## config.mk

```make
export PLATFORM = sky130hd
export DESIGN_NAME = ccr_channel_cal_config_regs
export DESIGN_NICKNAME = d
export VERILOG_FILES = /design/src/hw/ccr_pkg.sv /design/src/hw/ccr_trim_pair.sv /design/src/hw/ccr_setup_reg.sv /design/src/hw/ccr_channel_cal_config_regs.sv
export SDC_FILE = /design/constraint.sdc
export NUM_CORES = 1
export LEC_CHECK = 0
export BUFFER_PORTS_ARGS = -buffer_cell sky130_fd_sc_hd__buf_2
export CORE_MARGIN = 3
export CORE_UTILIZATION = 44
export DETAILED_ROUTE_END_ITERATION = 8
export PLACE_DENSITY_LB_ADDON = 0.08
export REMOVE_ABC_BUFFERS = 1
export SLEW_MARGIN = 20
export SYNTH_ARGS = -nofsm -noshare
export SYNTH_HDL_FRONTEND = slang
export SYNTH_SLANG_ARGS = --single-unit
```

## constraint.sdc

```tcl
create_clock -name clk_i -period 2.05 [get_ports clk_i]
set_clock_uncertainty 0.1 [all_clocks]
set_input_delay 0 -clock clk_i [delete_from_list [all_inputs] [get_ports clk_i]]
set_output_delay 0 -clock clk_i [all_outputs]
set_load 0.05 [all_outputs]
```

## src/hw/ccr_pkg.sv

```systemverilog
package ccr_pkg;
  // ************************************************************
  // Register indices (byte address is four times the index)
  // ************************************************************
  localparam logic [7:0] CCR_IDX_CH4_GAIN_TRIM_LOW = 8'h21;
  localparam logic [7:0] CCR_IDX_CH5_CHANNEL_SETUP = 8'h22;
  localparam logic [7:0] CCR_IDX_CH5_OFFSET_TRIM_HIGH = 8'h23;
  localparam logic [7:0] CCR_IDX_CH5_OFFSET_TRIM_LOW = 8'h24;
  localparam logic [7:0] CCR_IDX_CH5_GAIN_TRIM_HIGH = 8'h25;
  localparam logic [7:0] CCR_IDX_CH5_GAIN_TRIM_LOW = 8'h26;
  localparam int CCR_IDX_SHIFT = 2;

  // ************************************************************
  // Reset values
  // ************************************************************
  localparam logic [15:0] CCR_RST_ZERO = 16'h0000;
  localparam logic [15:0] CCR_RST_GAIN_HIGH = 16'h8000;
  localparam logic [7:0] CCR_RST_BYTE = 8'h00;

  // ************************************************************
  // Field layout
  // ************************************************************
  localparam int CCR_LOW_BYTE_MSB = 15;
  localparam int CCR_LOW_BYTE_LSB = 8;
  localparam int CCR_DELAY_MSB = 15;
  localparam int CCR_DELAY_LSB = 6;
  localparam int CCR_HPOFF_BIT = 2;
  localparam int CCR_SEL_MSB = 1;
  localparam int CCR_SEL_LSB = 0;
  localparam int CCR_DELAY_W = 10;
  localparam int CCR_TRIM_W = 24;

  // Input selection codes
  typedef enum logic [1:0] {
    CCR_IN_PAIR = 2'h0,
    CCR_IN_SHORT = 2'h1,
    CCR_IN_TEST_POS = 2'h2,
    CCR_IN_TEST_NEG = 2'h3
  } ccr_insel_t;
endpackage

```

## src/hw/ccr_trim_pair.sv

```systemverilog
`timescale 1ns/100ps
// Trim word kept as a 16-bit high register and one upper byte of a low one
module ccr_trim_pair #(
  parameter logic [15:0] HIGH_RESET = 16'h0000
) (
  input wire logic clk_i,
  input wire logic rst_i,
  input wire logic high_we_i,
  input wire logic low_we_i,
  input wire logic [1:0] sel_i,
  input wire logic [15:0] wdata_i,
  output logic [15:0] high_o,
  output logic [15:0] low_o,
  output logic [23:0] trim_o
);
  typedef struct packed {
    logic [15:0] high_reg;
    logic [7:0] low_reg;
  } ccr_trim_state_t;

  ccr_trim_state_t st_reg;
  ccr_trim_state_t st_next;

  // Byte lanes honoured on both words
  always_comb begin
    st_next = st_reg;
    if (high_we_i) begin
      if (sel_i[0]) begin
        st_next.high_reg[7:0] = wdata_i[7:0];
      end
      if (sel_i[1]) begin
        st_next.high_reg[15:8] = wdata_i[15:8];
      end
    end
    // Only the upper byte is stored; lower byte writes are dropped
    if (low_we_i && sel_i[1]) begin
      st_next.low_reg = wdata_i[ccr_pkg::CCR_LOW_BYTE_MSB:ccr_pkg::CCR_LOW_BYTE_LSB];
    end
  end

  always_ff @(posedge clk_i) begin
    if (rst_i) begin
      st_reg.high_reg <= HIGH_RESET;
      st_reg.low_reg <= ccr_pkg::CCR_RST_BYTE;
    end else begin
      st_reg <= st_next;
    end
  end

  assign high_o = st_reg.high_reg;
  assign low_o = {st_reg.low_reg, ccr_pkg::CCR_RST_BYTE};
  assign trim_o = {st_reg.high_reg, st_reg.low_reg};
endmodule

```

## src/hw/ccr_setup_reg.sv

```systemverilog
`timescale 1ns/100ps
// Channel setup word: delay, highpass disable, input select
module ccr_setup_reg (
  input wire logic clk_i,
  input wire logic rst_i,
  input wire logic we_i,
  input wire logic [1:0] sel_i,
  input wire logic [15:0] wdata_i,
  output logic [15:0] rdata_o
);
  typedef struct packed {
    logic [9:0] delay_reg;
    logic hpoff_reg;
    logic [1:0] insel_reg;
  } ccr_setup_state_t;

  ccr_setup_state_t st_reg;
  ccr_setup_state_t st_next;

  // Delay straddles both lanes, so each lane writes its share
  always_comb begin
    st_next = st_reg;
    if (we_i && sel_i[1]) begin
      st_next.delay_reg[9:2] = wdata_i[15:8];
    end
    if (we_i && sel_i[0]) begin
      st_next.delay_reg[1:0] = wdata_i[7:6];
      st_next.hpoff_reg = wdata_i[ccr_pkg::CCR_HPOFF_BIT];
      st_next.insel_reg = wdata_i[ccr_pkg::CCR_SEL_MSB:ccr_pkg::CCR_SEL_LSB];
    end
  end

  always_ff @(posedge clk_i) begin
    if (rst_i) begin
      st_reg <= '0;
    end else begin
      st_reg <= st_next;
    end
  end

  // Reserved bits 5:3 always read as zero
  assign rdata_o = {st_reg.delay_reg, 3'h0, st_reg.hpoff_reg, st_reg.insel_reg};
endmodule

```

## src/hw/ccr_channel_cal_config_regs.sv

```systemverilog
`timescale 1ns/100ps
module ccr_channel_cal_config_regs #(
  parameter int ADDR_W = 8
) (
  input wire logic clk_i,
  input wire logic rst_i,
  input wire logic wb_cyc_i,
  input wire logic wb_stb_i,
  input wire logic wb_we_i,
  input wire logic [ADDR_W-1:0] wb_adr_i,
  input wire logic [3:0] wb_sel_i,
  input wire logic [31:0] wb_dat_i,
  output logic [31:0] wb_dat_o,
  output logic wb_ack_o,
  output logic wb_err_o,
  input wire logic global_highpass_setting_i,
  output logic [23:0] ch4_gain_trim_low_bits_o,
  output logic signed [9:0] ch5_sample_delay_o,
  output logic ch5_highpass_en_o,
  output logic [1:0] ch5_input_select_o,
  output logic signed [23:0] ch5_offset_trim_o,
  output logic [23:0] ch5_gain_trim_o
);
  // ************************************************************
  // Elaboration checks
  // ************************************************************
  if (ADDR_W < 8 || ADDR_W > 32) begin : g_bad_addr
    $error("ADDR_W must be between 8 and 32");
  end

  // ************************************************************
  // Bus state
  // ************************************************************
  typedef struct packed {
    logic ack_reg;
    logic err_reg;
    logic [31:0] dat_reg;
  } ccr_bus_state_t;

  ccr_bus_state_t st_reg;
  ccr_bus_state_t st_next;

  logic req;
  logic [ADDR_W-1:0] word_idx;
  logic idx_ok;
  logic hit_g4l;
  logic hit_cfg;
  logic hit_o5h;
  logic hit_o5l;
  logic hit_g5h;
  logic hit_g5l;
  logic wr;
  logic [15:0] rd_g4l;
  logic [15:0] rd_cfg;
  logic [15:0] rd_o5h;
  logic [15:0] rd_o5l;
  logic [15:0] rd_g5h;
  logic [15:0] rd_g5l;
  logic [23:0] g4_trim;
  logic [15:0] rd_mux;

  // New request only when no answer is standing, so each access acks once
  assign req = wb_cyc_i && wb_stb_i && !st_reg.ack_reg && !st_reg.err_reg;
  assign word_idx = wb_adr_i >> ccr_pkg::CCR_IDX_SHIFT;
  assign idx_ok = (wb_adr_i[1:0] == 2'h0);
  assign wr = req && wb_we_i;

  // Address decoding
  always_comb begin
    hit_g4l = 1'b0;
    hit_cfg = 1'b0;
    hit_o5h = 1'b0;
    hit_o5l = 1'b0;
    hit_g5h = 1'b0;
    hit_g5l = 1'b0;
    if (!idx_ok) begin
      hit_g4l = 1'b0;
    end else if (word_idx == ADDR_W'(ccr_pkg::CCR_IDX_CH4_GAIN_TRIM_LOW)) begin
      hit_g4l = 1'b1;
    end else if (word_idx == ADDR_W'(ccr_pkg::CCR_IDX_CH5_CHANNEL_SETUP)) begin
      hit_cfg = 1'b1;
    end else if (word_idx == ADDR_W'(ccr_pkg::CCR_IDX_CH5_OFFSET_TRIM_HIGH)) begin
      hit_o5h = 1'b1;
    end else if (word_idx == ADDR_W'(ccr_pkg::CCR_IDX_CH5_OFFSET_TRIM_LOW)) begin
      hit_o5l = 1'b1;
    end else if (word_idx == ADDR_W'(ccr_pkg::CCR_IDX_CH5_GAIN_TRIM_HIGH)) begin
      hit_g5h = 1'b1;
    end else if (word_idx == ADDR_W'(ccr_pkg::CCR_IDX_CH5_GAIN_TRIM_LOW)) begin
      hit_g5l = 1'b1;
    end
  end

  // ************************************************************
  // Register storage
  // ************************************************************
  // Channel 4 high word is outside this bank; only its low byte is held here
  ccr_trim_pair #(
    .HIGH_RESET(ccr_pkg::CCR_RST_ZERO)
  ) u_g4 (
    .clk_i(clk_i),
    .rst_i(rst_i),
    .high_we_i(1'b0),
    .low_we_i(wr && hit_g4l),
    .sel_i(wb_sel_i[1:0]),
    .wdata_i(wb_dat_i[15:0]),
    .high_o(),
    .low_o(rd_g4l),
    .trim_o(g4_trim)
  );

  ccr_setup_reg u_cfg (
    .clk_i(clk_i),
    .rst_i(rst_i),
    .we_i(wr && hit_cfg),
    .sel_i(wb_sel_i[1:0]),
    .wdata_i(wb_dat_i[15:0]),
    .rdata_o(rd_cfg)
  );

  // Offset high resets to zero
  ccr_trim_pair #(
    .HIGH_RESET(ccr_pkg::CCR_RST_ZERO)
  ) u_o5 (
    .clk_i(clk_i),
    .rst_i(rst_i),
    .high_we_i(wr && hit_o5h),
    .low_we_i(wr && hit_o5l),
    .sel_i(wb_sel_i[1:0]),
    .wdata_i(wb_dat_i[15:0]),
    .high_o(rd_o5h),
    .low_o(rd_o5l),
    .trim_o(ch5_offset_trim_o)
  );

  // Gain high resets to unity
  ccr_trim_pair #(
    .HIGH_RESET(ccr_pkg::CCR_RST_GAIN_HIGH)
  ) u_g5 (
    .clk_i(clk_i),
    .rst_i(rst_i),
    .high_we_i(wr && hit_g5h),
    .low_we_i(wr && hit_g5l),
    .sel_i(wb_sel_i[1:0]),
    .wdata_i(wb_dat_i[15:0]),
    .high_o(rd_g5h),
    .low_o(rd_g5l),
    .trim_o(ch5_gain_trim_o)
  );

  // ************************************************************
  // Datapath controls
  // ************************************************************
  // Only the low byte is meaningful; upper bits come from outside this bank
  assign ch4_gain_trim_low_bits_o = {16'h0000, g4_trim[7:0]};
  assign ch5_sample_delay_o = rd_cfg[ccr_pkg::CCR_DELAY_MSB:ccr_pkg::CCR_DELAY_LSB];
  // Per-channel disable overrides the global enable
  assign ch5_highpass_en_o = global_highpass_setting_i &&
                             !rd_cfg[ccr_pkg::CCR_HPOFF_BIT];
  assign ch5_input_select_o = rd_cfg[ccr_pkg::CCR_SEL_MSB:ccr_pkg::CCR_SEL_LSB];

  // Read multiplexer; reserved bits come back zero from the sub-blocks
  always_comb begin
    rd_mux = 16'h0000;
    if (hit_g4l) begin
      rd_mux = rd_g4l;
    end else if (hit_cfg) begin
      rd_mux = rd_cfg;
    end else if (hit_o5h) begin
      rd_mux = rd_o5h;
    end else if (hit_o5l) begin
      rd_mux = rd_o5l;
    end else if (hit_g5h) begin
      rd_mux = rd_g5h;
    end else if (hit_g5l) begin
      rd_mux = rd_g5l;
    end
  end

  // ************************************************************
  // Bus answer
  // ************************************************************
  // One-cycle answer; unmapped addresses answer with err instead of ack
  always_comb begin
    st_next = st_reg;
    st_next.ack_reg = 1'b0;
    st_next.err_reg = 1'b0;
    if (req) begin
      if (hit_g4l || hit_cfg || hit_o5h || hit_o5l || hit_g5h || hit_g5l) begin
        st_next.ack_reg = 1'b1;
      end else begin
        st_next.err_reg = 1'b1;
      end
      st_next.dat_reg = {16'h0000, rd_mux};
    end
  end

  always_ff @(posedge clk_i) begin
    if (rst_i) begin
      st_reg <= '0;
    end else begin
      st_reg <= st_next;
    end
  end

  assign wb_ack_o = st_reg.ack_reg;
  assign wb_err_o = st_reg.err_reg;
  assign wb_dat_o = st_reg.dat_reg;
endmodule

```

==> impl_metrics.json <==
{
  "status": "finished clean",
  "synth.top_cell.area_share_pct": 39.8,
  "syn2layout_area_growth_pct": 23.9,
  "design.portCount": 169,
  "max_cap_violations": 0,
  "post-synth-top-count-cell": "sky130_fd_sc_hd__dfxtp_1",
  "cp-end-kind": "register",
  "post_synth_inst_count": 487,
  "cts_repair_resize_count": 0,
  "power-per-cell-area_nw_per_um2": 619,
  "grt_start_max_net_pins": 30,
  "syn_area_um2": 4380,
  "crit_type": "register to register",
  "max_clock_freq_mhz": 560,
  "initialDrtViolationCount": 197,
  "vias_after_detailed_routing": 4041,
  "postRouteAntennaNets": 0,
  "hold_start": "wb_adr_i[3]",
  "vdd.ir_drop.worst_v": 0.000395,
  "first_global_vias": 3811,
  "setup_tns_ns": 0,
  "logic_depth_of_the_worst_register_to_register_path": 6,
  "worstHoldPathCells": 5,
  "layout.cell_area.non_filler_um2": 5430,
  "gpl.final_weighted_congestion": 0.796,
  "synth_top_cells_by_count": "sky130_fd_sc_hd__dfxtp_1, sky130_fd_sc_hd__nor2_1, sky130_fd_sc_hd__mux2i_1",
  "reg2reg_to": "u_g5.low_o[13]",
  "tritoncts.num_buffers": 9,
  "hold_class": "input port to register",
  "synthDominantAreaCellType": "sky130_fd_sc_hd__dfxtp_1",
  "detail_route.drc_violations": 0,
  "synth.area.top_cells": "sky130_fd_sc_hd__dfxtp_1, sky130_fd_sc_hd__mux2i_1, sky130_fd_sc_hd__buf_4",
  "grt_overflow": 0,
  "dr_pass1_iterations": 5,
  "fp.dieH_um": 106,
  "wire_length_of_the_first_global_routing_pass_mm": 20.2,
  "clock_slew_at_the_register_clock_pins_of_the_worst_setup_and_hold_paths_ns": 0.09,
  "share_of_the_clock_period_used_by_the_worst_path_pct": 87.1,
  "starting_density_of_the_core_pct": 46.3,
  "count_of_non_filler_cells_in_the_finished_layout": 757,
  "fin_worst_hold_slack_ns": 0.107,
  "cts_root_buf": "sky130_fd_sc_hd__clkbuf_8",
  "finalSetupViolCount": 0,
  "finalNetCount": 673,
  "hold_viol_final": 0,
  "viasPerCell": 5.34,
  "critical_path_required_ns": 2.19,
  "timing.final.ws_setup_ns": 0.264,
  "placed_cell_area_um2": 5050,
  "post_cts_setup_repair_buffer_count": 0,
  "maxSlewHeadroom_pct": 55.7,
  "grt_usage_pct": 22.6,
  "antenna_cells": 0,
  "floorplan.die.width_um": 106,
  "coreArea_um2": 9460,
  "number_of_enable_type_register_cells_in_the_synthesized_netlist": 0,
  "routed_wl_mm": 12.7,
  "hold_path_end": "u_g5.high_o[15]",
  "dp_worst_setup_slack_ns": 0.113,
  "detail_route.wl_per_cell_um": 16.8,
  "clock_latency_ns": 0.36,
  "yosysUniqueCellTypes": 42,
  "clock_tree.htree_level_count": 3,
  "crit_path_max_fanout": 22,
  "synth-warning-count": 0,
  "floorplan.die_area_um2": 11200,
  "ys.flop_type": "sky130_fd_sc_hd__dfxtp_1",
  "clkSinkCount": 87,
  "dpl.hpwl_mm": 9.24,
  "critical_path_arrival_ns": 1.92,
  "ys_seq_area_share_pct": 39.8,
  "tritoncts": "yes",
  "placedCellCount": 724,
  "ff2ff_setup_slack_ns": 0.26,
  "critPathLaunchType": "register",
  "io_buffer_count": 118,
  "post_cts_hold_buffer_count": 17,
  "num_rows": 35,
  "clockBufferDepth": 2,
  "fillers": 882,
  "async_flop_share_pct": 0,
  "finalCriticalPeriod_ns": 1.79,
  "worst_r2r_startpoint": "wb_err_o",
  "postSynthRegisterBits": 87,
  "final_layout_size_suffix_gt1_share_pct": 28.5,
  "total_leakage_power_nw": 2.29,
  "unrepaired_setup_endpoints_after_global_routing": "no",
  "slew_viol_final": 0,
  "antenna_violations_before_repair": 0,
  "tightest_slew_ns": 0.663,
  "syn_area_per_cell_um2": 8.99
}
[worst max-delay path: stages, from the launching register on]
cell                        delay [ns]
sky130_fd_sc_hd__dfxtp_1          0.32
sky130_fd_sc_hd__nand4bb_1        0.24
sky130_fd_sc_hd__buf_12           0.20
sky130_fd_sc_hd__nor4_4           0.28
sky130_fd_sc_hd__buf_4            0.25
sky130_fd_sc_hd__mux2i_1          0.21
sky130_fd_sc_hd__nor2_1           0.05
[worst max path at each step]
| stage | endpoint | cells past startpoint | start |
|---|---|---|---|
| after CTS | u_o5.low_o[14] | 6 | wb_err_o |
| after floorplan | u_g5.high_o[15] | 4 | wb_err_o |
| after detailed placement | u_g5.low_o[11] | 7 | wb_adr_i[3] |
| after global routing | u_o5.high_o[9] | 5 | wb_ack_o |
| final | u_g5.low_o[13] | 6 | wb_err_o |
| after global placement | u_g5.high_o[3] | 7 | wb_adr_i[1] |
[metrics by stage]
stage                     total power [mW]  util [%]
after floorplan                       1.96         -
after global placement                2.11      53.4
after detailed placement              2.12      53.4
after CTS                             3.38      57.4
after global routing                  3.48      57.4
final                                 3.36      57.4
[where the power goes]
part	total, mW	leakage, nW	internal, mW	switching (mW)
Combinational	0.415	1.49	0.106	0.310
Sequential	1.69	0.701	1.69	0.000880
Clock	1.25	0.103	0.603	0.647
Total	3.36	2.29	2.40	0.958
[sequential cells by signal (all words and copies together), names as in the netlist]
name / cells
wb_err_o: 1
u_g4.low_o: 8
wb_ack_o: 1
u_g5.high_o: 16
wb_dat_o: 16
u_g5.low_o: 8
u_o5.high_o: 16
u_cfg.rdata_o: 13
u_o5.low_o: 8
[routing by layer]
metal  vias to the layer above  part of all wire [%]  GRT usage [%]  wire length [um]
met5                         -                     0              0                 0
li1                       1954                     -              -                 -
met1                      1893                    45           30.9              5780
met3                        21                   6.8           3.43               859
met2                       173                    46           36.6              5840
met4                         0                   1.8           7.22               235
[final cells by class]
type | count | area [um2] | share of cell area [%]
Clock buffer | 10 | 138 | 2.54
Clock inverter | 6 | 68.8 | 1.27
Inverter | 1 | 3.75 | 0.0692
Multi-Input combinational cell | 356 | 2290 | 42.2
Sequential cell | 87 | 1740 | 32.1
Tap cell | 129 | 161 | 2.98
Timing Repair Buffer | 168 | 1020 | 18.8
[cells in the final DEF (no fill, tap or decap), types with 8 or more instances in the layout]
master                          netlist  final
sky130_fd_sc_hd__o22ai_1              8      8
sky130_fd_sc_hd__buf_4               45     32
sky130_fd_sc_hd__o2bb2ai_1            9      9
sky130_fd_sc_hd__dlygate4sd3_1        0     17
sky130_fd_sc_hd__clkbuf_8             0     10
sky130_fd_sc_hd__a21oi_1             26     26
sky130_fd_sc_hd__conb_1               1     32
sky130_fd_sc_hd__a22oi_1             10     10
sky130_fd_sc_hd__nand3_1             22     22
sky130_fd_sc_hd__nor2b_1             13     13
sky130_fd_sc_hd__mux2i_1             52     52
sky130_fd_sc_hd__dfxtp_1             87     87
sky130_fd_sc_hd__o21ai_0             34     34
sky130_fd_sc_hd__nand2_1             17     17
sky130_fd_sc_hd__buf_2                3    118
sky130_fd_sc_hd__nor2_1              63     63
[logic make-up (layout without fill, tap and decap cells)]
logic type	count (synthesis)	count (layout)	share of synthesized area, %
and+or+nand+nor	162	162	21.8
AOI/OAI and AO/OA	110	110	15.9
buffers and inverters	75	185	10.5
muxes	52	52	11.9
DFF	87	87	39.8
other	1	32	0.0857
No activity file was read; power rests on OpenSTA's default activity.
